### config.mk
export PLATFORM = sky130hd
export DESIGN_NAME = pfc_top
export DESIGN_NICKNAME = d
export VERILOG_FILES = /design/src/pfc_pkg.sv /design/src/pfc_qport_if.sv /design/src/pfc_qport.sv /design/src/pfc_top.sv
export VERILOG_INCLUDE_DIRS = /design/src
export SDC_FILE = /design/constraint.sdc
export NUM_CORES = 1
export LEC_CHECK = 0
export BUFFER_PORTS_ARGS = -buffer_cell sky130_fd_sc_hd__buf_4
export CAP_MARGIN = 40
export CORE_AREA = 2 2 181 94
export CTS_CLUSTER_DIAMETER = 30
export CTS_CLUSTER_SIZE = 40
export DETAILED_ROUTE_END_ITERATION = 10
export DIE_AREA = 0 0 183 96
export GPL_ROUTABILITY_DRIVEN = 0
export MAX_ROUTING_LAYER = met4
export PLACE_DENSITY_LB_ADDON = 0.2
export SYNTH_ARGS = -nofsm -noshare
export SYNTH_HDL_FRONTEND = slang
export SYNTH_SLANG_ARGS = --single-unit
export TNS_END_PERCENT = 20
### constraint.sdc
create_clock -name MCLK -period 2.7 [get_ports MCLK]
set_input_delay 0.135 -clock MCLK [delete_from_list [all_inputs] [get_ports MCLK]]
set_output_delay 0.135 -clock MCLK [all_outputs]
set_load 0.01 [all_outputs]
### src/pfc_params.svh
// constants for the pin function control block
`ifndef PFC_PARAMS_SVH
`define PFC_PARAMS_SVH
`define PFC_ALE_PERIOD 6
`define PFC_RST_PULSE_CYC 24
`define PFC_CR_REF_DIR 5
`define PFC_CR_CAN_RESET 0
`define PFC_LATCH_RESET 8'hFF
`define PFC_INT_ROM_TOP 16'h7FFF
`define PFC_P1_T2_EVENT 4
`define PFC_P1_T2_CLEAR 5
`define PFC_P1_CTX_A 6
`define PFC_P1_CTX_B 7
`define PFC_P3_TXD 1
`define PFC_P3_WR 6
`define PFC_P3_RD 7
`endif

### src/pfc_pkg.sv
// types shared by the pin function control block
package pfc_pkg;
    typedef logic [7:0] pfc_byte_t;
    typedef enum logic {PFC_RST_IDLE, PFC_RST_DRIVE} pfc_rst_e;
endpackage

### src/pfc_qport_if.sv
// one 8-bit port between the control logic and its pin slice
`timescale 1ns/1ns
interface pfc_qport_if;
    pfc_pkg::pfc_byte_t latch;
    pfc_pkg::pfc_byte_t alt_out;
    pfc_pkg::pfc_byte_t force_en;
    pfc_pkg::pfc_byte_t force_val;
    pfc_pkg::pfc_byte_t od;
    pfc_pkg::pfc_byte_t pin_i;
    pfc_pkg::pfc_byte_t pin_o;
    pfc_pkg::pfc_byte_t pin_oe;
    pfc_pkg::pfc_byte_t pin_pu;
    pfc_pkg::pfc_byte_t pin_s;
    modport port (input latch, alt_out, force_en, force_val, od, pin_i,
        output pin_o, pin_oe, pin_pu, pin_s);
    modport ctrl (output latch, alt_out, force_en, force_val, od, pin_i,
        input pin_o, pin_oe, pin_pu, pin_s);
endinterface

### src/pfc_qport.sv
// pin slice of one 8-bit port: synchroniser and pad drive
`timescale 1ns/1ns
module pfc_qport (
    input wire logic clk,
    input wire logic srst,
    pfc_qport_if.port pio
);
    pfc_pkg::pfc_byte_t s1_r;
    pfc_pkg::pfc_byte_t s2_r;
    pfc_pkg::pfc_byte_t o_r;
    pfc_pkg::pfc_byte_t oe_r;
    pfc_pkg::pfc_byte_t pu_r;

    // ==========================================
    // input synchroniser
    always_ff @(posedge clk) begin
        s1_r <= pio.pin_i;
        s2_r <= s1_r;
    end
    assign pio.pin_s = s2_r;

    // ==========================================
    // drive per pin
    genvar i;
    generate
        for (i = 0; i < 8; i++) begin : g_pin
            logic drv;
            // alternate output only shows while the latch bit is high
            assign drv = pio.force_en[i] ? pio.force_val[i]
                : (pio.latch[i] & pio.alt_out[i]);
            always_ff @(posedge clk) begin
                if (srst) begin
                    o_r[i] <= 1'b1;
                    oe_r[i] <= 1'b0;
                    pu_r[i] <= 1'b0;
                end else begin
                    o_r[i] <= drv;
                    // unforced pins: strong low, weak high (none if open drain) so a high pin can be read back; forced pins drive both levels strong
                    oe_r[i] <= pio.force_en[i] | ~drv;
                    pu_r[i] <= ~pio.force_en[i] & drv & ~pio.od[i];
                end
            end
        end
    endgenerate
    assign pio.pin_o = o_r;
    assign pio.pin_oe = oe_r;
    assign pio.pin_pu = pu_r;
endmodule

### src/pfc_top.sv
// pin function control: port muxing, bus strobes and special pins
`timescale 1ns/1ns
`include "pfc_params.svh"
module pfc_top #(
    parameter int ALE_PERIOD = `PFC_ALE_PERIOD,
    parameter int RST_PULSE_CYC = `PFC_RST_PULSE_CYC
) (
    input wire logic MCLK,
    input wire logic SRST,
    input wire logic [7:0] P0_I,
    output logic [7:0] P0_O,
    output logic [7:0] P0_OE,
    input wire logic [7:0] P1_I,
    output logic [7:0] P1_O,
    output logic [7:0] P1_OE,
    output logic [7:0] P1_PU,
    input wire logic [7:0] P2_I,
    output logic [7:0] P2_O,
    output logic [7:0] P2_OE,
    output logic [7:0] P2_PU,
    input wire logic [7:0] P3_I,
    output logic [7:0] P3_O,
    output logic [7:0] P3_OE,
    output logic [7:0] P3_PU,
    input wire logic [7:0] P4_I,
    output logic [7:0] P4_O,
    output logic [7:0] P4_OE,
    output logic [7:0] P4_PU,
    input wire logic [7:0] P5_I,
    input wire logic [4:0] SFR_WR,
    input wire logic [7:0] SFR_WDATA,
    input wire logic [2:0] PORT_RD_SEL,
    output logic [7:0] PORT_RD_DATA,
    input wire logic CONVERSION_START_PIN,
    input wire logic ADC_SW_START,
    output logic ADC_START,
    output logic [7:0] ADC_CHANNEL_IN,
    input wire logic WDT_OVERFLOW,
    input wire logic CAN_WAKEUP,
    output logic RST_PIN_O,
    output logic RST_PIN_OE,
    input wire logic XDATA_ACCESS,
    output logic ALE,
    input wire logic EXTERNAL_ACCESS_SELECT,
    input wire logic [15:0] FETCH_ADDR,
    input wire logic FETCH_REQ,
    output logic FETCH_EXTERNAL,
    output logic PROGRAM_STORE_STROBE_N,
    input wire logic CAN_CTRL_WR,
    input wire logic [7:0] CAN_CTRL_WDATA,
    input wire logic POWER_DOWN,
    output logic REF_PIN_OE,
    output logic REF_SOURCE_EN,
    input wire logic CAN_RECEIVE_POSITIVE,
    input wire logic CAN_RECEIVE_NEGATIVE,
    output logic CAN_RX_BIT,
    input wire logic CAN_TRANSMIT_OUT_A,
    input wire logic CAN_TRANSMIT_OUT_B,
    output logic CAN_IN_RESET,
    output logic TIMER2_EVENT,
    output logic TIMER2_CLEAR,
    output logic [3:0] CAPTURE_INPUT,
    output logic [3:0] EXTRA_INTERRUPT_IN,
    input wire logic [5:0] COMPARE_SETRESET_OUT,
    input wire logic [1:0] COMPARE_TOGGLE_OUT,
    output logic SERIAL_RX_IN,
    input wire logic SERIAL_TX_OUT,
    output logic EXTERNAL_INTERRUPT_ZERO,
    output logic EXTERNAL_INTERRUPT_ONE,
    output logic TIMER0_COUNT_INPUT,
    output logic TIMER1_COUNT_INPUT,
    input wire logic XDATA_WRITE_STROBE_N,
    input wire logic XDATA_READ_STROBE_N,
    input wire logic XBUS_ACTIVE,
    input wire logic XBUS_LOW_DRIVE,
    input wire logic XBUS_ADDR_PHASE,
    input wire logic [15:0] XBUS_ADDR,
    input wire logic [7:0] XBUS_WDATA
);
    pfc_qport_if pif[5] ();
    pfc_pkg::pfc_byte_t latch_r [5];
    pfc_pkg::pfc_byte_t p5_s1_r;
    pfc_pkg::pfc_byte_t p5_s2_r;
    logic [3:0] misc_s1_r;
    logic [3:0] misc_s2_r;
    logic conversion_start_pin_prev_r;
    logic adc_start_r;
    logic [7:0] rd_r;
    logic ea_latched_r;
    logic fetch_ext_r;
    logic program_store_strobe_n_r;
    logic ref_out_r;
    logic can_reset_r;
    logic src_en_r;
    logic rx_r;
    logic [1:0] t2_prev_r;
    logic t2_event_r;
    logic t2_clear_r;
    logic [$clog2(ALE_PERIOD)-1:0] ale_cnt_r;
    logic skip_r;
    logic ale_r;
    pfc_pkg::pfc_rst_e rst_state_r;
    logic [$clog2(RST_PULSE_CYC+1)-1:0] rst_cnt_r;
    logic conversion_start_pin_s;
    logic rxp_s;
    logic rxn_s;
    logic ale_slot;
    logic fetch_ext_nxt;

    // ==========================================
    // pin slices
    genvar g;
    generate
        for (g = 0; g < 5; g++) begin : g_port
            pfc_qport u_port (
                .clk(MCLK),
                .srst(SRST),
                .pio(pif[g])
            );
            assign pif[g].latch = latch_r[g];
        end
    endgenerate

    assign pif[0].pin_i = P0_I;
    assign pif[1].pin_i = P1_I;
    assign pif[2].pin_i = P2_I;
    assign pif[3].pin_i = P3_I;
    assign pif[4].pin_i = P4_I;
    assign P0_O = pif[0].pin_o;
    assign P0_OE = pif[0].pin_oe;
    assign P1_O = pif[1].pin_o;
    assign P1_OE = pif[1].pin_oe;
    assign P1_PU = pif[1].pin_pu;
    assign P2_O = pif[2].pin_o;
    assign P2_OE = pif[2].pin_oe;
    assign P2_PU = pif[2].pin_pu;
    assign P3_O = pif[3].pin_o;
    assign P3_OE = pif[3].pin_oe;
    assign P3_PU = pif[3].pin_pu;
    assign P4_O = pif[4].pin_o;
    assign P4_OE = pif[4].pin_oe;
    assign P4_PU = pif[4].pin_pu;

    // ==========================================
    // port latches, all high after reset
    always_ff @(posedge MCLK) begin
        for (int k = 0; k < 5; k++) begin
            if (SRST) begin
                latch_r[k] <= `PFC_LATCH_RESET;
            end else if (SFR_WR[k]) begin
                latch_r[k] <= SFR_WDATA;
            end
        end
    end

    always_ff @(posedge MCLK) begin
        if (SRST) begin
            rd_r <= 8'h00;
        end else begin
            case (PORT_RD_SEL)
                3'h0: rd_r <= pif[0].pin_s;
                3'h1: rd_r <= pif[1].pin_s;
                3'h2: rd_r <= pif[2].pin_s;
                3'h3: rd_r <= pif[3].pin_s;
                3'h4: rd_r <= pif[4].pin_s;
                3'h5: rd_r <= p5_s2_r;
                default: rd_r <= 8'h00;
            endcase
        end
    end
    assign PORT_RD_DATA = rd_r;

    // ==========================================
    // port 0: open drain, low address and data while the bus owns it
    assign pif[0].od = 8'hFF;
    assign pif[0].alt_out = 8'hFF;
    assign pif[0].force_en = {8{XBUS_ACTIVE & XBUS_LOW_DRIVE}};
    assign pif[0].force_val = XBUS_ADDR_PHASE ? XBUS_ADDR[7:0] : XBUS_WDATA;

    // ==========================================
    // port 2: high address byte
    assign pif[2].od = 8'h00;
    assign pif[2].alt_out = 8'hFF;
    assign pif[2].force_en = {8{XBUS_ACTIVE}};
    assign pif[2].force_val = XBUS_ADDR[15:8];

    // ==========================================
    // port 3: serial, interrupts, timers, data strobes
    always_comb begin
        pif[3].alt_out = 8'hFF;
        pif[3].alt_out[`PFC_P3_TXD] = SERIAL_TX_OUT;
        pif[3].alt_out[`PFC_P3_WR] = XDATA_WRITE_STROBE_N;
        pif[3].alt_out[`PFC_P3_RD] = XDATA_READ_STROBE_N;
    end
    assign pif[3].od = 8'h00;
    assign pif[3].force_en = 8'h00;
    assign pif[3].force_val = 8'h00;
    assign SERIAL_RX_IN = pif[3].pin_s[0];
    assign EXTERNAL_INTERRUPT_ZERO = pif[3].pin_s[2];
    assign EXTERNAL_INTERRUPT_ONE = pif[3].pin_s[3];
    assign TIMER0_COUNT_INPUT = pif[3].pin_s[4];
    assign TIMER1_COUNT_INPUT = pif[3].pin_s[5];

    // ==========================================
    // port 4: timer-2 compare outputs
    assign pif[4].alt_out = {COMPARE_TOGGLE_OUT, COMPARE_SETRESET_OUT};
    assign pif[4].od = 8'h00;
    assign pif[4].force_en = 8'h00;
    assign pif[4].force_val = 8'h00;

    // ==========================================
    // port 1: capture/interrupt, timer-2 inputs, CAN transmitter
    assign pif[1].alt_out = 8'hFF;
    // in CAN reset the transmitter floats and the two pins act as open drain
    assign pif[1].od = {{2{can_reset_r}}, 6'h00};
    assign pif[1].force_en = {{2{~can_reset_r}}, 6'h00};
    assign pif[1].force_val = {CAN_TRANSMIT_OUT_B, CAN_TRANSMIT_OUT_A, 6'h00};
    assign CAPTURE_INPUT = pif[1].pin_s[3:0];
    assign EXTRA_INTERRUPT_IN = pif[1].pin_s[3:0];

    always_ff @(posedge MCLK) begin
        t2_prev_r <= pif[1].pin_s[`PFC_P1_T2_CLEAR:`PFC_P1_T2_EVENT];
        if (SRST) begin
            t2_event_r <= 1'b0;
            t2_clear_r <= 1'b0;
        end else begin
            t2_event_r <= pif[1].pin_s[`PFC_P1_T2_EVENT] & ~t2_prev_r[0]
                & latch_r[1][`PFC_P1_T2_EVENT];
            t2_clear_r <= pif[1].pin_s[`PFC_P1_T2_CLEAR] & ~t2_prev_r[1]
                & latch_r[1][`PFC_P1_T2_CLEAR];
        end
    end
    assign TIMER2_EVENT = t2_event_r;
    assign TIMER2_CLEAR = t2_clear_r;

    // ==========================================
    // port 5 and single-bit pin synchronisers
    always_ff @(posedge MCLK) begin
        p5_s1_r <= P5_I;
        p5_s2_r <= p5_s1_r;
        misc_s1_r <= {EXTERNAL_ACCESS_SELECT, CAN_RECEIVE_NEGATIVE, CAN_RECEIVE_POSITIVE,
            CONVERSION_START_PIN};
        misc_s2_r <= misc_s1_r;
    end
    assign ADC_CHANNEL_IN = p5_s2_r;
    assign conversion_start_pin_s = misc_s2_r[0];
    assign rxp_s = misc_s2_r[1];
    assign rxn_s = misc_s2_r[2];

    // ==========================================
    // conversion start
    always_ff @(posedge MCLK) begin
        // edge history runs through reset, so a pin held high gives no false edge
        conversion_start_pin_prev_r <= conversion_start_pin_s;
        if (SRST) begin
            adc_start_r <= 1'b0;
        end else begin
            adc_start_r <= (conversion_start_pin_s & ~conversion_start_pin_prev_r) | ADC_SW_START;
        end
    end
    assign ADC_START = adc_start_r;

    // ==========================================
    // reset pin as output
    always_ff @(posedge MCLK) begin
        if (SRST) begin
            rst_state_r <= pfc_pkg::PFC_RST_IDLE;
            rst_cnt_r <= '0;
        end else begin
            case (rst_state_r)
                pfc_pkg::PFC_RST_IDLE: begin
                    if (WDT_OVERFLOW | CAN_WAKEUP) begin
                        rst_state_r <= pfc_pkg::PFC_RST_DRIVE;
                        rst_cnt_r <= ($bits(rst_cnt_r))'(RST_PULSE_CYC - 1);
                    end
                end
                pfc_pkg::PFC_RST_DRIVE: begin
                    if (rst_cnt_r == '0) begin
                        rst_state_r <= pfc_pkg::PFC_RST_IDLE;
                    end else begin
                        rst_cnt_r <= rst_cnt_r - 1'b1;
                    end
                end
                default: rst_state_r <= pfc_pkg::PFC_RST_IDLE;
            endcase
        end
    end
    assign RST_PIN_O = 1'b1;
    assign RST_PIN_OE = (rst_state_r == pfc_pkg::PFC_RST_DRIVE);

    // ==========================================
    // address latch strobe cadence
    assign ale_slot = (ale_cnt_r == '0);
    always_ff @(posedge MCLK) begin
        if (SRST) begin
            ale_cnt_r <= '0;
            skip_r <= 1'b0;
            ale_r <= 1'b0;
        end else begin
            if (ale_cnt_r == ($bits(ale_cnt_r))'(ALE_PERIOD - 1)) begin
                ale_cnt_r <= '0;
            end else begin
                ale_cnt_r <= ale_cnt_r + 1'b1;
            end
            // a request in the slot itself is served by that same slot
            ale_r <= ale_slot & ~skip_r & ~XDATA_ACCESS;
            if (ale_slot) begin
                skip_r <= 1'b0;
            end else if (XDATA_ACCESS) begin
                skip_r <= 1'b1;
            end
        end
    end
    assign ALE = ale_r;

    // ==========================================
    // external access select and program fetch
    always_ff @(posedge MCLK) begin
        if (SRST) begin
            ea_latched_r <= misc_s2_r[3];
        end
    end

    assign fetch_ext_nxt = ~ea_latched_r | (FETCH_ADDR > `PFC_INT_ROM_TOP);
    always_ff @(posedge MCLK) begin
        if (SRST) begin
            fetch_ext_r <= 1'b0;
            program_store_strobe_n_r <= 1'b1;
        end else begin
            fetch_ext_r <= fetch_ext_nxt;
            program_store_strobe_n_r <= ~(FETCH_REQ & fetch_ext_nxt);
        end
    end
    assign FETCH_EXTERNAL = fetch_ext_r;
    assign PROGRAM_STORE_STROBE_N = program_store_strobe_n_r;

    // ==========================================
    // CAN control bits, reference pin and half-supply source
    always_ff @(posedge MCLK) begin
        if (SRST) begin
            ref_out_r <= 1'b1;
            can_reset_r <= 1'b1;
        end else if (CAN_CTRL_WR) begin
            // bit low selects the internal source and output direction
            ref_out_r <= ~CAN_CTRL_WDATA[`PFC_CR_REF_DIR];
            can_reset_r <= CAN_CTRL_WDATA[`PFC_CR_CAN_RESET];
        end
    end

    always_ff @(posedge MCLK) begin
        if (SRST) begin
            src_en_r <= 1'b1;
        end else begin
            src_en_r <= ref_out_r & ~(can_reset_r & POWER_DOWN);
        end
    end
    assign REF_PIN_OE = ref_out_r & src_en_r;
    assign REF_SOURCE_EN = src_en_r;
    assign CAN_IN_RESET = can_reset_r;

    // ==========================================
    // receive comparator decode; equal levels keep the last bit
    always_ff @(posedge MCLK) begin
        if (SRST) begin
            rx_r <= 1'b1;
        end else if (rxp_s & ~rxn_s) begin
            rx_r <= 1'b1;
        end else if (~rxp_s & rxn_s) begin
            rx_r <= 1'b0;
        end
    end
    assign CAN_RX_BIT = rx_r;
endmodule

**Yosys cells after proc, flatten, opt, wreduce, memory -nomap -nowiden**

Memory sizes are Yosys's and may differ from the RTL's.
Cells that the tools add are included.

- Word-level logic and storage cells: 328
- Memories kept: 1
- Input port bits: 141
- Register bits after elaboration: 248
- Output and inout bits: 153
- Memory bits (writable): 40

Memory list:

| memory | depth | bits a word | read ports | clocked after memory_dff | write ports | line | text |
|---|---|---|---|---|---|---|---|
| latch_r | 5 | 8 | 5 | 0 | 5 | pfc_top.sv:81 | `pfc_pkg::pfc_byte_t latch_r [5];` |

- Magnitude comparators: 1
- Add/sub/neg operators: 2
- Bitwise logic cells: 117
- Multiplexer cells: 48
- Reductions and logical operators: 7
- Equality and inequality tests: 8

Operators by type and width:

| cell | count |
|---|---|
| $not A1 Y1 | 54 |
| $mux W8 | 6 |
| $pmux W8 S6 | 1 |
| $and A1 B1 Y1 | 37 |
| $mux W1 | 37 |
| $or A1 B1 Y1 | 26 |
| $gt A16 B15 Y1 const B | 1 |
| $mux W5 | 2 |
| $pmux W5 S2 | 1 |
| $eq A3 B3 Y1 const B | 3 |
| $eq A3 B2 Y1 const B | 2 |
| $logic_not A3 Y1 | 2 |
| $reduce_or A2 Y1 | 3 |
| $logic_not A5 Y1 | 1 |
| $sub A5 B1 Y5 const B | 1 |
| $ne A2 B2 Y1 const B | 2 |
| $add A3 B1 Y3 const B | 1 |
| $eq A3 B1 Y1 const B | 1 |
| $pmux W1 S2 | 1 |
| $reduce_and A2 Y1 | 1 |

**Logic depth before layout (Yosys ltp)**

Gate-level depths: netlist (run 1).

- Depth in word-level cells: 4
- Gate-level depth with buffers: 6
- Mapped depth without buffers: 6

**Hierarchy**

From an unflattened synthesis (run 1), not the netlist that was laid out.

- Cells, all modules: 705
- Area total of the unflattened synthesis: 8901.0 um^2

Modules (own cells, without submodules):

| module | area an instance (um^2) | instances | cells an instance | sequential area each (um^2) |
|---|---|---|---|---|
| pfc_qport | 1053.5 | 5 | 82 | 800.8 |
| pfc_top | 3633.5 | 1 | 295 | 2332.2 |

**Worst setup path before layout (run 1)**

No wires, ideal clock.

- Path type: register to register
- Start: reg rst_cnt_r[0]
- End: reg rst_cnt_r[3]
- Arrival: 1.401 ns
- Stages on the path, launching flop included: 7
- Buffers on the path: 0
- Setup time: 0.074 ns
- Data required time: 2.626 ns
- Slack: 1.224 ns
- Path through: dfxtp_1 > inv_1 > ha_1 > or4b_4 > a21boi_4 > nand2_1 > a31oi_1

- Cells in the longest elaborated chain, start to end: 3
- Elaborated cells on any way between the ends: 6

Ends and longest elaborated chain:

| what | line | text |
|---|---|---|
| start, declared | pfc_top.sv:103 | `logic [$clog2(RST_PULSE_CYC+1)-1:0] rst_cnt_r;` |
| start signal, assigned | pfc_top.sv:274 | `rst_cnt_r <= ($bits(rst_cnt_r))'(RST_PULSE_CYC - 1);` |
| start signal, assigned | pfc_top.sv:281 | `rst_cnt_r <= rst_cnt_r - 1'b1;` |
| $sub A5 B1 Y5 / $logic_not A5 Y1 (equally long branches) | pfc_top.sv:281, pfc_top.sv:278 |  |
| $mux W5 / $ne A2 B2 Y1 (equally long branches) | -- |  |
| $pmux W5 S2 / $reduce_and A2 Y1 (equally long branches) | -- |  |

Several ways; a longest one is shown, not always the timed one. The select of a mux whose other input is x is not followed.
A chain may end at the register's enable or synchronous reset.

**Final worst setup path (run 1)**

- Start: reg rst_cnt_r[0]
- End: reg rst_cnt_r[0]

The elaborated chain is that of the path after synthesis.

==> results of run 1 <==
[placed cells by master, fill, tap and decap left out, types with 2 or more instances in the layout]
cell and count:
sky130_fd_sc_hd__nor2_1 38, sky130_fd_sc_hd__o31ai_1 2, sky130_fd_sc_hd__clkinv_8 3, sky130_fd_sc_hd__inv_1 35, sky130_fd_sc_hd__nand2b_1 54, sky130_fd_sc_hd__a31oi_1 3
sky130_fd_sc_hd__buf_4 271, sky130_fd_sc_hd__a211oi_1 3, sky130_fd_sc_hd__and3b_1 2, sky130_fd_sc_hd__clkinv_4 5, sky130_fd_sc_hd__nor3_1 3, sky130_fd_sc_hd__inv_12 2
sky130_fd_sc_hd__and2_1 11, sky130_fd_sc_hd__mux4_2 3, sky130_fd_sc_hd__or3_1 3, sky130_fd_sc_hd__mux2i_1 20, sky130_fd_sc_hd__nand2_1 38, sky130_fd_sc_hd__a21oi_1 36
sky130_fd_sc_hd__inv_6 2, sky130_fd_sc_hd__o21ai_0 7, sky130_fd_sc_hd__edfxtp_1 41, sky130_fd_sc_hd__mux2_2 2, sky130_fd_sc_hd__clkinv_2 4, sky130_fd_sc_hd__conb_1 3
sky130_fd_sc_hd__dfxtp_1 247, sky130_fd_sc_hd__dlygate4sd3_1 103, sky130_fd_sc_hd__or2_2 15, sky130_fd_sc_hd__clkbuf_1 3, sky130_fd_sc_hd__nor2b_1 18, sky130_fd_sc_hd__a211o_1 9
sky130_fd_sc_hd__ha_1 4, sky130_fd_sc_hd__clkbuf_16 36
[synth_stat cells]
library cell | number | area share
sky130_fd_sc_hd__nor3_1 | 3 | 0.0018
sky130_fd_sc_hd__and3_1 | 1 | 0.00076
sky130_fd_sc_hd__and3b_1 | 2 | 0.0021
sky130_fd_sc_hd__o21ai_0 | 7 | 0.0043
sky130_fd_sc_hd__buf_1 | 1 | 0.00046
sky130_fd_sc_hd__edfxtp_1 | 41 | 0.15
sky130_fd_sc_hd__or3_1 | 3 | 0.0023
sky130_fd_sc_hd__maj3_1 | 1 | 0.0012
sky130_fd_sc_hd__nor2b_1 | 18 | 0.014
sky130_fd_sc_hd__a31oi_1 | 3 | 0.0023
sky130_fd_sc_hd__inv_1 | 35 | 0.016
sky130_fd_sc_hd__or2_2 | 15 | 0.011
sky130_fd_sc_hd__or4b_4 | 1 | 0.0017
sky130_fd_sc_hd__a211o_1 | 9 | 0.0096
sky130_fd_sc_hd__a211oi_1 | 3 | 0.0027
sky130_fd_sc_hd__nand2_1 | 38 | 0.017
sky130_fd_sc_hd__clkbuf_1 | 9 | 0.0041
sky130_fd_sc_hd__ha_1 | 4 | 0.0061
sky130_fd_sc_hd__buf_2 | 6 | 0.0036
sky130_fd_sc_hd__nand3_1 | 1 | 0.00061
sky130_fd_sc_hd__mux2i_1 | 20 | 0.024
sky130_fd_sc_hd__buf_4 | 10 | 0.0091
sky130_fd_sc_hd__clkbuf_2 | 1 | 0.00061
sky130_fd_sc_hd__clkbuf_8 | 1 | 0.0017
sky130_fd_sc_hd__conb_1 | 2 | 0.00091
sky130_fd_sc_hd__nor2_1 | 38 | 0.017
sky130_fd_sc_hd__or3_2 | 1 | 0.00091
sky130_fd_sc_hd__o21bai_1 | 1 | 0.00091
sky130_fd_sc_hd__and2_1 | 11 | 0.0084
sky130_fd_sc_hd__nand2b_1 | 54 | 0.041
sky130_fd_sc_hd__a21o_1 | 1 | 0.00091
sky130_fd_sc_hd__a21oi_1 | 36 | 0.022
sky130_fd_sc_hd__buf_6 | 1 | 0.0014
sky130_fd_sc_hd__mux4_2 | 3 | 0.0082
sky130_fd_sc_hd__o31ai_1 | 2 | 0.0018
sky130_fd_sc_hd__a21boi_4 | 1 | 0.0023
sky130_fd_sc_hd__a311oi_1 | 1 | 0.0011
sky130_fd_sc_hd__mux2_2 | 2 | 0.0027
sky130_fd_sc_hd__a211o_2 | 1 | 0.0012
sky130_fd_sc_hd__o22ai_1 | 1 | 0.00076
sky130_fd_sc_hd__dfxtp_1 | 247 | 0.60
[power breakdown]
group	total, W	switching (W)	internal (W)
Combinational	0.000936	0.000414	0.000522
Sequential	0.00476	0.000122	0.00464
Clock	0.00450	0.00186	0.00264
Total	0.0102	0.00239	0.00780
[per-stage QoR]
stage | total power (W) | utilization | cells
2_1_floorplan | 0.00516 | - | 637
3_3_place_gp | 0.00560 | 0.647 | 1089
3_5_place_dp | 0.00564 | 0.648 | 1090
4_1_cts | 0.0102 | 0.784 | 1253
5_1_grt | 0.0105 | 0.784 | 1253
6_report | 0.0102 | 0.784 | 1253
[final timing paths]
kind / from / end / slack, ns / cells past startpoint
setup / recovery: rst_cnt_r[0]$_SDFFE_PP0P_ / rst_cnt_r[0]$_SDFFE_PP0P_ / 0.99 / 6
hold / removal: XBUS_WDATA[5] / g_port[0].u_port.pio.pin_o[5]$_SDFF_PP1_ / 0.02 / 4
setup reg to reg: rst_cnt_r[0]$_SDFFE_PP0P_ / rst_cnt_r[0]$_SDFFE_PP0P_ / 0.99 / 6
hold reg to reg: g_port[2].u_port.s1_r[4]$_DFF_P_ / g_port[2].u_port.pio.pin_s[4]$_DFF_P_ / 0.32 / 0
[per-layer routing]
layer | vias up | wire length [µm] | GRT usage
met1 | 2744 | 9060 | 0.298
met5 | - | 0 | -
li1 | 2832 | - | -
met3 | 35 | 1750 | 0.0590
met2 | 259 | 10300 | 0.420
met4 | 0 | 410 | 0.0767
[worst register-to-register path: stages (launching register included)]
cell	delay, ns
sky130_fd_sc_hd__dfxtp_1	0.31
sky130_fd_sc_hd__inv_1	0.10
sky130_fd_sc_hd__ha_1	0.20
sky130_fd_sc_hd__or4b_4	0.52
sky130_fd_sc_hd__nand2_1	0.13
sky130_fd_sc_hd__nor2_1	0.06
sky130_fd_sc_hd__a211oi_1	0.29
[repair_timing]
item / in CTS / in global routing
hold endpoints to repair: 139 / 0
hold buffers: 103 / 0
setup endpoints to repair: 0 / 0
setup buffers: 0 / 0
[cell families (layout without fill, tap and decap cells)]
| kind of cell | after synthesis | in the layout | synth area share |
|---|---|---|---|
| other | 2 | 3 | 0.000913 |
| AOI/OAI and AO/OA | 66 | 66 | 0.0497 |
| and+or+nand+nor | 186 | 186 | 0.119 |
| adders and majority gates | 5 | 5 | 0.00730 |
| muxes | 25 | 25 | 0.0353 |
| DFF | 288 | 288 | 0.750 |
| buffers and inverters | 64 | 470 | 0.0369 |
[registers in the layout, summed over array words and instances (netlist names), 3 cells and up]
name,count
ADC_CHANNEL_IN,8
PORT_RD_DATA,8
ale_cnt_r,3
g_port.u_port.pio.pin_o,40
g_port.u_port.pio.pin_oe,40
g_port.u_port.pio.pin_pu,32
g_port.u_port.pio.pin_s,40
g_port.u_port.s1_r,40
latch_r,40
misc_s1_r,4
misc_s2_r,4
p5_s1_r,8
rst_cnt_r,5
[area by class of cell]
cell class	count	area [µm²]	area share
clock buffers	40	926	0.0738
clock inverters	20	218	0.0173
inverters	35	131	0.0105
multi-input cells	285	1750	0.140
flip-flops and latches	288	6180	0.492
well taps	210	263	0.0209
repair buffers	375	3090	0.246
==> flow_metrics.py, run 1 <==
metrics = {
    "sta": {
        "timing.clock.skew_ns": 0.0167,
        "report.final.setup_viol": 0,
        "final_hold_slack_ns": 0.0209,
        "achievable-frequency_mhz": 585,
        "fin_crit_sh": 0.633,
        "fin_tns_setup_ns": 0,
        "rsz0062_at_grt": "false",
        "maxSlewViolCount": 0,
        "finalWorstSetupSlack_ns": 0.991,
        "final_hold_viol_count": 0,
        "worst-slew-pin-transition_ns": 0.877,
        "post-route-min-period_ns": 1.71,
        "slew-limit-headroom": 0.414,
    },
    "cts": {
        "worst_skew_pair_later_pin_latency_ns": 0.49,
        "clk_root_buffer_cell": "sky130_fd_sc_hd__clkbuf_16",
        "cts_tree": "yes",
        "ctsHtreeMaxLevel": 2,
        "clock_tree.buffer_depth": 3,
        "cts_sinks": 288,
        "worst_setup_hold_path_clk_slew_ns": 0.07,
        "cts.repair.resized": 0,
        "cts_buffers": 34,
    },
    "setup_path": {
        "cpLargestDelayFamily": "simple AND/OR/NAND/NOR gates",
        "path_cells": "inv_1, ha_1, or4b_4, nand2_1, nor2_1, a211oi_1",
        "timing.critical_path.from_type": "flop",
        "cp_data_required_time_ns": 3.07,
        "path_class": "reg -> reg",
        "critPathArrivalTime_ns": 2.08,
        "worstSetupEndpointType": "flop",
        "worst_path_largest_cell_delay_ns": 0.52,
        "crit_path_top_delay_cell": "sky130_fd_sc_hd__or4b_4",
        "crit_fanout": 3,
        "worstPathBufferInverterCount": 1,
    },
    "finish": {
        "insertedDiodeCount": 0,
        "drive_above_1_share": 0.338,
        "num-nets-final": 1164,
        "layout-area-overhead-vs-synth_pct": 52.5,
        "postLayoutCellArea_mm2": 0.0126,
        "layout.filler_cells": 910,
    },
    "yosys": {
        "synth_sequential_area_ratio": 0.750,
        "synthesis.area_per_instance_um2": 12.9,
        "postSynthRegisterBits": 288,
        "synthesis.instances": 636,
        "number_of_distinct_standard_cells_referenced_by_the_synthesized_netlist": 41,
        "ys.warnings.count": 0,
        "syn-cell-area_mm2": 0.00823,
    },
    "global_route": {
        "grt-ovfl-total": 0,
        "via_count_of_the_first_global_routing_pass": 6107,
        "global_route.usage.total": 0.247,
        "pin_count_of_the_biggest_net_entering_global_routing": 59,
        "grt_antenna_before_repair": 0,
        "grt_first_pass_wirelength_um": 31800,
    },
    "placement": {
        "placed_area_mm2": 0.0104,
        "detailedPlacementHpwl_um": 13800,
        "port-buffer-count": 271,
        "dp_slack_ns": 1.06,
    },
    "floorplanning": {
        "num_rows": 33,
        "initial_utilization": 0.514,
        "die_height_um": 96,
        "coreArea_mm2": 0.0160,
        "ioPinCount": 294,
        "dieWidth_um": 183,
        "full_die_area_mm2": 0.0176,
    },
    "detailed_routing": {
        "detailedRoute.firstPassIterationCount": 5,
        "ant_nets": 0,
        "post_drt_via_cell_ratio": 4.68,
        "wl_um": 21500,
        "drcViolationCount": 0,
        "drtIter0Drc": 297,
        "dr_total_vias": 5870,
        "wire_per_inst_um": 17.2,
    },
    "power": {
        "power.static_leakage_nw": 5.67,
        "powerDensity_mw_per_mm2": 812,
        "vdd.ir_drop.worst_mv": 0.554,
    },
    "status": {
        "run_status": "complete, no violations",
    },
    "job": {
        "cap_viol_max_count": 0,
    },
    "worst_hold_path": {
        "timing.hold.worst.class": "in -> reg",
    },
}
Note: power is estimated with default switching activity, not from simulation.
==> inputs of run 2 (changes only) <==
--- a/config.mk
+++ b/config.mk
@@ -6,13 +6,14 @@
 export SDC_FILE = /design/constraint.sdc
 export NUM_CORES = 1
 export LEC_CHECK = 0
+export ABC_AREA = 1
 export BUFFER_PORTS_ARGS = -buffer_cell sky130_fd_sc_hd__buf_4
 export CAP_MARGIN = 40
-export CORE_AREA = 2 2 181 94
+export CORE_AREA = 2 2 189 98
 export CTS_CLUSTER_DIAMETER = 30
 export CTS_CLUSTER_SIZE = 40
 export DETAILED_ROUTE_END_ITERATION = 10
-export DIE_AREA = 0 0 183 96
+export DIE_AREA = 0 0 191 100
 export GPL_ROUTABILITY_DRIVEN = 0
 export MAX_ROUTING_LAYER = met4
 export PLACE_DENSITY_LB_ADDON = 0.2
==> constraint.sdc (replaced) <==
create_clock -name MCLK -period 1.6 [get_ports MCLK]
set_input_delay 0.08 -clock MCLK [delete_from_list [all_inputs] [get_ports MCLK]]
set_output_delay 0.08 -clock MCLK [all_outputs]
set_load 0.01 [all_outputs]
==> run 2 against run 1 <==
  * Highest routed layer unchanged
  * Die area is 8.7% higher
  * Critical endpoint is now PROGRAM_STORE_STROBE_N$_SDFF_PP1_
  * First-iteration DRC count is 5.4% higher
  * Hold slack better by 0.022 ns
  * Register-to-register slack worse by 0.90 ns
  * Core utilization decreased by 6.0 points
  * Largest power group unchanged
  * Cell area is 2.2% higher
  * Flip-flop and latch count is the same
  * Via count up 8.9%
  * Sequential share of layout area is 1.1 points lower
  * Setup slack worse by 0.94 ns
==> flow_metrics.py, run 2 <==
metrics = {
    "placement": {
        "placed_cells": 1222,
        "detailedPlacementHpwl_um": 14200,
        "port-buffer-count": 271,
        "placed_area_mm2": 0.0104,
    },
    "setup_path": {
        "cp_data_required_time_ns": 1.99,
        "worstSetupEndpointType": "flop",
        "crit_fanout": 29,
        "setup_crit_start": "SRST",
        "path_class": "in -> reg",
        "worst-r2r-cell-count": 7,
        "timing.critical_path.from_type": "primary input",
        "worst_r2r_startpoint": "ale_cnt_r[0]$_SDFF_PP0_",
        "critPathArrivalTime_ns": 1.93,
    },
    "sta": {
        "fin_crit_sh": 0.966,
        "maxSlewViolCount": 0,
        "achievable-frequency_mhz": 647,
        "worst-slew-pin-transition_ns": 0.535,
        "timing.clock.skew_ns": 0.0255,
        "slew-limit-headroom": 0.642,
        "final_hold_viol_count": 0,
        "post-route-min-period_ns": 1.55,
        "rsz0062_at_grt": "true",
        "report.final.setup_viol": 0,
    },
    "global_route": {
        "global_route.usage.total": 0.238,
        "grt_first_pass_wirelength_um": 33300,
        "grt-ovfl-total": 0,
        "via_count_of_the_first_global_routing_pass": 6293,
        "grt_antenna_before_repair": 0,
        "pin_count_of_the_biggest_net_entering_global_routing": 30,
    },
    "detailed_routing": {
        "detailedRoute.firstPassIterationCount": 5,
        "post_drt_via_cell_ratio": 4.53,
        "drtIter0Drc": 313,
        "ant_nets": 0,
        "wire_per_inst_um": 15.8,
        "wl_um": 22200,
        "dr_total_vias": 6390,
        "drcViolationCount": 0,
    },
    "worst_hold_path": {
        "worstHoldPathCells": 4,
        "hold_start": "SFR_WR[2]",
        "timing.hold.worst.class": "in -> reg",
    },
    "yosys": {
        "synth_sequential_area_ratio": 0.750,
        "synthTopCellsByArea": "sky130_fd_sc_hd__dfxtp_1 60%, sky130_fd_sc_hd__edfxtp_1 15%, sky130_fd_sc_hd__nand2_1 6.2%, sky130_fd_sc_hd__nor2_1 4.5%, sky130_fd_sc_hd__inv_1 2.2%",
        "netlist_top_cells_count": "247 x sky130_fd_sc_hd__dfxtp_1, 136 x sky130_fd_sc_hd__nand2_1, 98 x sky130_fd_sc_hd__nor2_1",
        "postSynthRegisterBits": 288,
        "synthesis.instances": 736,
        "synth_ff_type": "sky130_fd_sc_hd__dfxtp_1",
        "synthesis.area_per_instance_um2": 11.2,
        "number_of_distinct_standard_cells_referenced_by_the_synthesized_netlist": 28,
        "synth-edff-count": 41,
        "most_numerous_cell_in_the_yosys_netlist": "sky130_fd_sc_hd__dfxtp_1",
        "ys.warnings.count": 0,
        "yosys.area.top_type_share": 0.601,
        "asyncSetResetFlopFracSynth": 0,
        "synth.largest_area_cell": "sky130_fd_sc_hd__dfxtp_1",
        "syn-cell-area_mm2": 0.00823,
    },
    "power": {
        "powerDensity_mw_per_mm2": 1350,
        "power.static_leakage_nw": 5.94,
        "design_power_total_w": 0.0173,
        "vdd.ir_drop.worst_mv": 0.766,
    },
    "cts": {
        "worst_skew_pair_later_pin_latency_ns": 0.50,
        "clock_tree.buffer_depth": 3,
        "worst_setup_hold_path_clk_slew_ns": 0.06,
        "ctsHtreeMaxLevel": 2,
        "cts_tree": "yes",
        "clk_root_buffer_cell": "sky130_fd_sc_hd__clkbuf_16",
        "cts_sinks": 288,
        "cts_buffers": 35,
    },
    "finish": {
        "instances_no_fill": 1410,
        "most-common-layout-cells": "276 x sky130_fd_sc_hd__buf_4, 247 x sky130_fd_sc_hd__dfxtp_1, 136 x sky130_fd_sc_hd__nand2_1, 126 x sky130_fd_sc_hd__dlygate4sd3_1, 98 x sky130_fd_sc_hd__nor2_1",
        "postLayoutCellArea_mm2": 0.0128,
        "layout-area-overhead-vs-synth_pct": 55.8,
        "drive_above_1_share": 0.321,
        "insertedDiodeCount": 0,
        "num-nets-final": 1290,
        "final_common_cell": "sky130_fd_sc_hd__buf_4",
    },
    "floorplanning": {
        "ioPinCount": 294,
        "num_rows": 35,
        "initial_utilization": 0.464,
        "dieWidth_um": 191,
        "coreArea_mm2": 0.0177,
        "die_height_um": 100,
        "full_die_area_mm2": 0.0191,
    },
    "status": {
        "run_status": "complete, no violations",
    },
    "job": {
        "cap_viol_max_count": 0,
    },
}
==> run 2: cell count changes after synthesis, moves of 11 or more <==
cell | before | now
sky130_fd_sc_hd__nand3_1 | 1 | 23
sky130_fd_sc_hd__or2_2 | 15 | 0
sky130_fd_sc_hd__inv_2 | 0 | 26
sky130_fd_sc_hd__nand2b_1 | 54 | 0
sky130_fd_sc_hd__nor2_1 | 38 | 98
sky130_fd_sc_hd__and2_1 | 11 | 0
sky130_fd_sc_hd__nor2b_1 | 18 | 0
sky130_fd_sc_hd__nand2_1 | 38 | 136
sky130_fd_sc_hd__inv_1 | 35 | 48
sky130_fd_sc_hd__nand4_1 | 0 | 25
sky130_fd_sc_hd__mux2i_1 | 20 | 0
==> run 2: final cells by class <==
type                            instances  area (µm²)
Multi-Input combinational cell        342        1570
Tap cell                              240         300
Clock inverter                         20         176
Timing Repair Buffer                  403        3340
Inverter                               75         287
Fill cell                            1194        4910
Sequential cell                       288        6180
Clock buffer                           42         975
==> run 2: path summary, 6_finish.rpt <==
check | end | slack, ns
max | PROGRAM_STORE_STROBE_N$_SDFF_PP1_ | 0.05
min | latch_r[2][3]$_SDFFCE_PN1P_ | 0.04
max reg2reg | ALE$_SDFF_PP0_ | 0.09
min reg2reg | g_port[1].u_port.pio.pin_s[7]$_DFF_P_ | 0.32
==> run 2: cells by family after synthesis <==
family | synth area share
compound gates | 0.0349
xor+xnor | 0.00106
fa+ha+maj | 0.00608
buf+inv | 0.0602
flops | 0.750
other cells | 0.000912
simple gates | 0.147
==> run 2: per-stage QoR <==
stage / setup slack (ns) / utilization / TNS (ns) / hold slack, ns
after floorplan: 0.449 / - / 0 / 0.108
after global placement: 0.312 / 0.587 / 0 / 0.185
after detailed placement: 0.303 / 0.587 / 0 / 0.186
after CTS: 0.0598 / 0.723 / 0 / 0.0219
after global routing: -0.00302 / 0.723 / -0.00302 / 0.0675
final: 0.0546 / 0.723 / 0 / 0.0429
==> run 2: metal layers <==
layer / vias up / share of wire / global-route usage
met2: 286 / 0.44 / 0.356
li1: 3141 / - / -
met1: 2919 / 0.45 / 0.320
met5: - / 0 / -
met3: 44 / 0.095 / 0.0647
met4: 0 / 0.021 / 0.0644
==> run 2: repair_timing <==
item / CTS / global route
endpoints found under the setup margin: 0 / 2
setup buffers: 0 / 0
gates resized for setup: 0 / 2
hold endpoints to repair: 159 / 0
hold buffers: 126 / 0
==> run 2: worst max-delay path, cell delays in order <==
cell and delay [ns]:
sky130_fd_sc_hd__dlygate4sd3_1 0.54, sky130_fd_sc_hd__buf_4 0.26, sky130_fd_sc_hd__buf_6 0.22, sky130_fd_sc_hd__a21oi_1 0.18, sky130_fd_sc_hd__nand2_1 0.08, sky130_fd_sc_hd__dlygate4sd3_1 0.56
==> run 2: power breakdown <==
group          leakage, nW  internal (W)  switching, W  total [W]
Clock                0.576       0.00449       0.00315    0.00764
Combinational         2.91      0.000860      0.000790    0.00165
Sequential            2.45       0.00783      0.000187    0.00802
Total                 5.94        0.0132       0.00413     0.0173
==> inputs of run 3 (changes only) <==
--- a/config.mk
+++ b/config.mk
@@ -7,16 +7,17 @@
 export NUM_CORES = 1
 export LEC_CHECK = 0
 export ABC_AREA = 1
-export BUFFER_PORTS_ARGS = -buffer_cell sky130_fd_sc_hd__buf_4
+export ABC_CLOCK_PERIOD_IN_PS = 1600
 export CAP_MARGIN = 40
-export CORE_AREA = 2 2 189 98
+export CORE_AREA = 2 2 177 92
 export CTS_CLUSTER_DIAMETER = 30
 export CTS_CLUSTER_SIZE = 40
 export DETAILED_ROUTE_END_ITERATION = 10
-export DIE_AREA = 0 0 191 100
+export DIE_AREA = 0 0 179 94
+export DONT_BUFFER_PORTS = 1
 export GPL_ROUTABILITY_DRIVEN = 0
 export MAX_ROUTING_LAYER = met4
-export PLACE_DENSITY_LB_ADDON = 0.2
+export PLACE_DENSITY = 0.69
 export SYNTH_ARGS = -nofsm -noshare
 export SYNTH_HDL_FRONTEND = slang
 export SYNTH_SLANG_ARGS = --single-unit
==> run 3 against run 2 <==
  * Hold slack better by 0.044 ns
  * Die area down 12%
  * Cell area down 15%
  * Setup slack better by 0.015 ns
  * Final cell count down 21%
  * Clock-buffer cell count down 10
  * Non-clock buffer count down 250
  * Clock power down 7.9%
  * Largest cell class unchanged
  * Largest power group unchanged
  * Highest routed layer unchanged
==> flow_metrics.py, run 3 (same netlist as run 2, synthesis figures left out) <==
metrics = {
    "placement": {
        "detailedPlacementHpwl_um": 10900,
        "port-buffer-count": 0,
        "placed_cells": 909,
    },
    "sta": {
        "fin_crit_sh": 0.957,
        "final_hold_viol_count": 0,
        "slew-limit-headroom": 0.621,
        "post-route-min-period_ns": 1.53,
        "fin_tns_setup_ns": 0,
        "maxSlewViolCount": 0,
        "timing.clock.skew_ns": 0.0185,
        "report.final.setup_viol": 0,
        "final_hold_slack_ns": 0.0868,
        "rsz0062_at_grt": "false",
        "achievable-frequency_mhz": 653,
        "worst-slew-pin-transition_ns": 0.566,
    },
    "power": {
        "powerDensity_mw_per_mm2": 1480,
        "vdd.ir_drop.worst_mv": 1.06,
        "netSwitchingPower_w": 0.00396,
        "power_frac_clock": 0.437,
        "pwr-share-seq": 0.508,
        "power.static_leakage_nw": 4.70,
        "power_report.internal_total_w": 0.0122,
        "design_power_total_w": 0.0161,
        "share_of_total_power_in_combinational_logic": 0.055,
        "power.share.switching": 0.246,
    },
    "detailed_routing": {
        "dr_total_vias": 5553,
        "drcViolationCount": 0,
        "post_drt_via_cell_ratio": 4.96,
        "ant_nets": 0,
        "drtIter0Drc": 271,
        "wl_um": 19900,
        "wire_per_inst_um": 17.8,
        "detailedRoute.firstPassIterationCount": 5,
    },
    "finish": {
        "most-common-layout-cells": "247 x sky130_fd_sc_hd__dfxtp_1, 151 x sky130_fd_sc_hd__dlygate4sd3_1, 136 x sky130_fd_sc_hd__nand2_1, 97 x sky130_fd_sc_hd__nor2_1, 48 x sky130_fd_sc_hd__inv_1",
        "sequential_cell_area_mm2": 0.00618,
        "drive_above_1_share": 0.103,
        "finish.utilization": 0.717,
        "multiInputGateArea_mm2": 0.00157,
        "layout-area-overhead-vs-synth_pct": 32.2,
        "instances_no_fill": 1119,
        "layout.filler_cells": 984,
        "num-nets-final": 1035,
        "final_common_cell": "sky130_fd_sc_hd__dfxtp_1",
    },
    "floorplanning": {
        "num_rows": 32,
        "dieWidth_um": 179,
        "coreArea_mm2": 0.0152,
        "ioPinCount": 294,
        "die_height_um": 94,
        "full_die_area_mm2": 0.0168,
        "initial_utilization": 0.543,
    },
    "setup_path": {
        "worstSetupEndpointType": "flop",
        "crit_fanout": 2,
        "path_class": "reg -> reg",
        "worst_path_largest_cell_delay_ns": 0.57,
        "path_cells": "nand4_1, nand2_1, nor2_2, a21oi_2, dlygate4sd3_1",
        "critPathArrivalTime_ns": 1.94,
        "timing.critical_path.from_type": "flop",
        "cpLargestDelayFamily": "buffers and inverters",
        "crit_path_top_delay_cell": "sky130_fd_sc_hd__dlygate4sd3_1",
        "cp_data_required_time_ns": 2.01,
        "worstPathBufferInverterCount": 1,
        "register_to_register_setup_slack_ns": 0.07,
    },
    "global_route": {
        "via_count_of_the_first_global_routing_pass": 5651,
        "global_route.usage.total": 0.240,
        "grt-ovfl-total": 0,
        "pin_count_of_the_biggest_net_entering_global_routing": 81,
        "grt_antenna_before_repair": 1,
        "grt_first_pass_wirelength_um": 29900,
    },
    "cts": {
        "cts_sinks": 288,
        "clock_tree.buffer_depth": 3,
        "worst_skew_pair_later_pin_latency_ns": 0.53,
        "cts_buffers": 30,
        "clk_root_buffer_cell": "sky130_fd_sc_hd__clkbuf_16",
        "ctsHtreeMaxLevel": 1,
        "cts_tree": "yes",
        "worst_setup_hold_path_clk_slew_ns": 0.07,
    },
    "status": {
        "run_status": "complete, no violations",
    },
    "worst_hold_path": {
        "timing.hold.worst.class": "in -> reg",
    },
    "job": {
        "cap_viol_max_count": 0,
    },
}
[run 3: cell count changes in the layout (fill, tap and decap cells not counted), moves of 3 or more]
| cell | change |
|---|---|
| sky130_fd_sc_hd__clkbuf_16 | -6 |
| sky130_fd_sc_hd__clkinv_4 | +3 |
| sky130_fd_sc_hd__buf_4 | -276 |
| sky130_fd_sc_hd__clkbuf_8 | -3 |
| sky130_fd_sc_hd__inv_6 | -4 |
| sky130_fd_sc_hd__inv_12 | +3 |
| sky130_fd_sc_hd__dlygate4sd3_1 | +25 |
[run 3: routing by layer]
layer,track usage,part of all wire,vias to the layer above
li1,-,-,2635
met1,0.261,0.38,2631
met2,0.428,0.51,241
met3,0.0672,0.088,46
met4,0.0772,0.026,0
met5,-,0,-
[run 3: cell type report]
class,instances,share of cell area
Timing Repair Buffer,153,0.143
Clock inverter,24,0.0243
Multi-Input combinational cell,342,0.144
Inverter,75,0.0263
Sequential cell,288,0.567
Antenna cell,1,0.000230
Clock buffer,32,0.0716
Tap cell,204,0.0235
[run 3: stage by stage]
step | instance area, µm² | setup WS (ns)
4_1_cts | 10900 | 0.00808
5_1_grt | 10900 | 0.0164
3_5_place_dp | 8280 | 0.241
6_report | 10900 | 0.0694
3_3_place_gp | 8280 | 0.373
2_1_floorplan | 8240 | 0.449
[run 3: path summary, 6_finish.rpt]
| kind | cells past startpoint | endpoint | startpoint |
|---|---|---|---|
| max | 5 | PORT_RD_DATA[2]$_SDFF_PP0_ | ADC_CHANNEL_IN[2]$_DFF_P_ |
| min | 1 | g_port[2].u_port.s1_r[1]$_DFF_P_ | P2_I[1] |
| max reg2reg | 5 | PORT_RD_DATA[2]$_SDFF_PP0_ | ADC_CHANNEL_IN[2]$_DFF_P_ |
| min reg2reg | 0 | g_port[4].u_port.pio.pin_s[5]$_DFF_P_ | g_port[4].u_port.s1_r[5]$_DFF_P_ |
[run 3: worst register-to-register path, stage by stage, from the launching register on]
cell                            delay (ns)
sky130_fd_sc_hd__dfxtp_1              0.36
sky130_fd_sc_hd__nand4_1              0.14
sky130_fd_sc_hd__nand2_1              0.10
sky130_fd_sc_hd__nor2_2               0.18
sky130_fd_sc_hd__a21oi_2              0.07
sky130_fd_sc_hd__dlygate4sd3_1        0.57
[run 3: power groups by stage]
stage / sequential, W / clock [W] / combinational, W
after global placement: 0.00833 / 0 / 0.000479
final: 0.00818 / 0.00704 / 0.000894
after CTS: 0.00818 / 0.00709 / 0.000865
after global routing: 0.00823 / 0.00745 / 0.000989
after detailed placement: 0.00834 / 0 / 0.000509
after floorplan: 0.00824 / 0 / 0.000491
[run 3: what timing repair did]
action,in CTS,in global routing
setup buffers,0,0
resized for setup,0,2
setup endpoints to repair,0,14
hold buffers,153,1
endpoints found under the hold margin,231,16
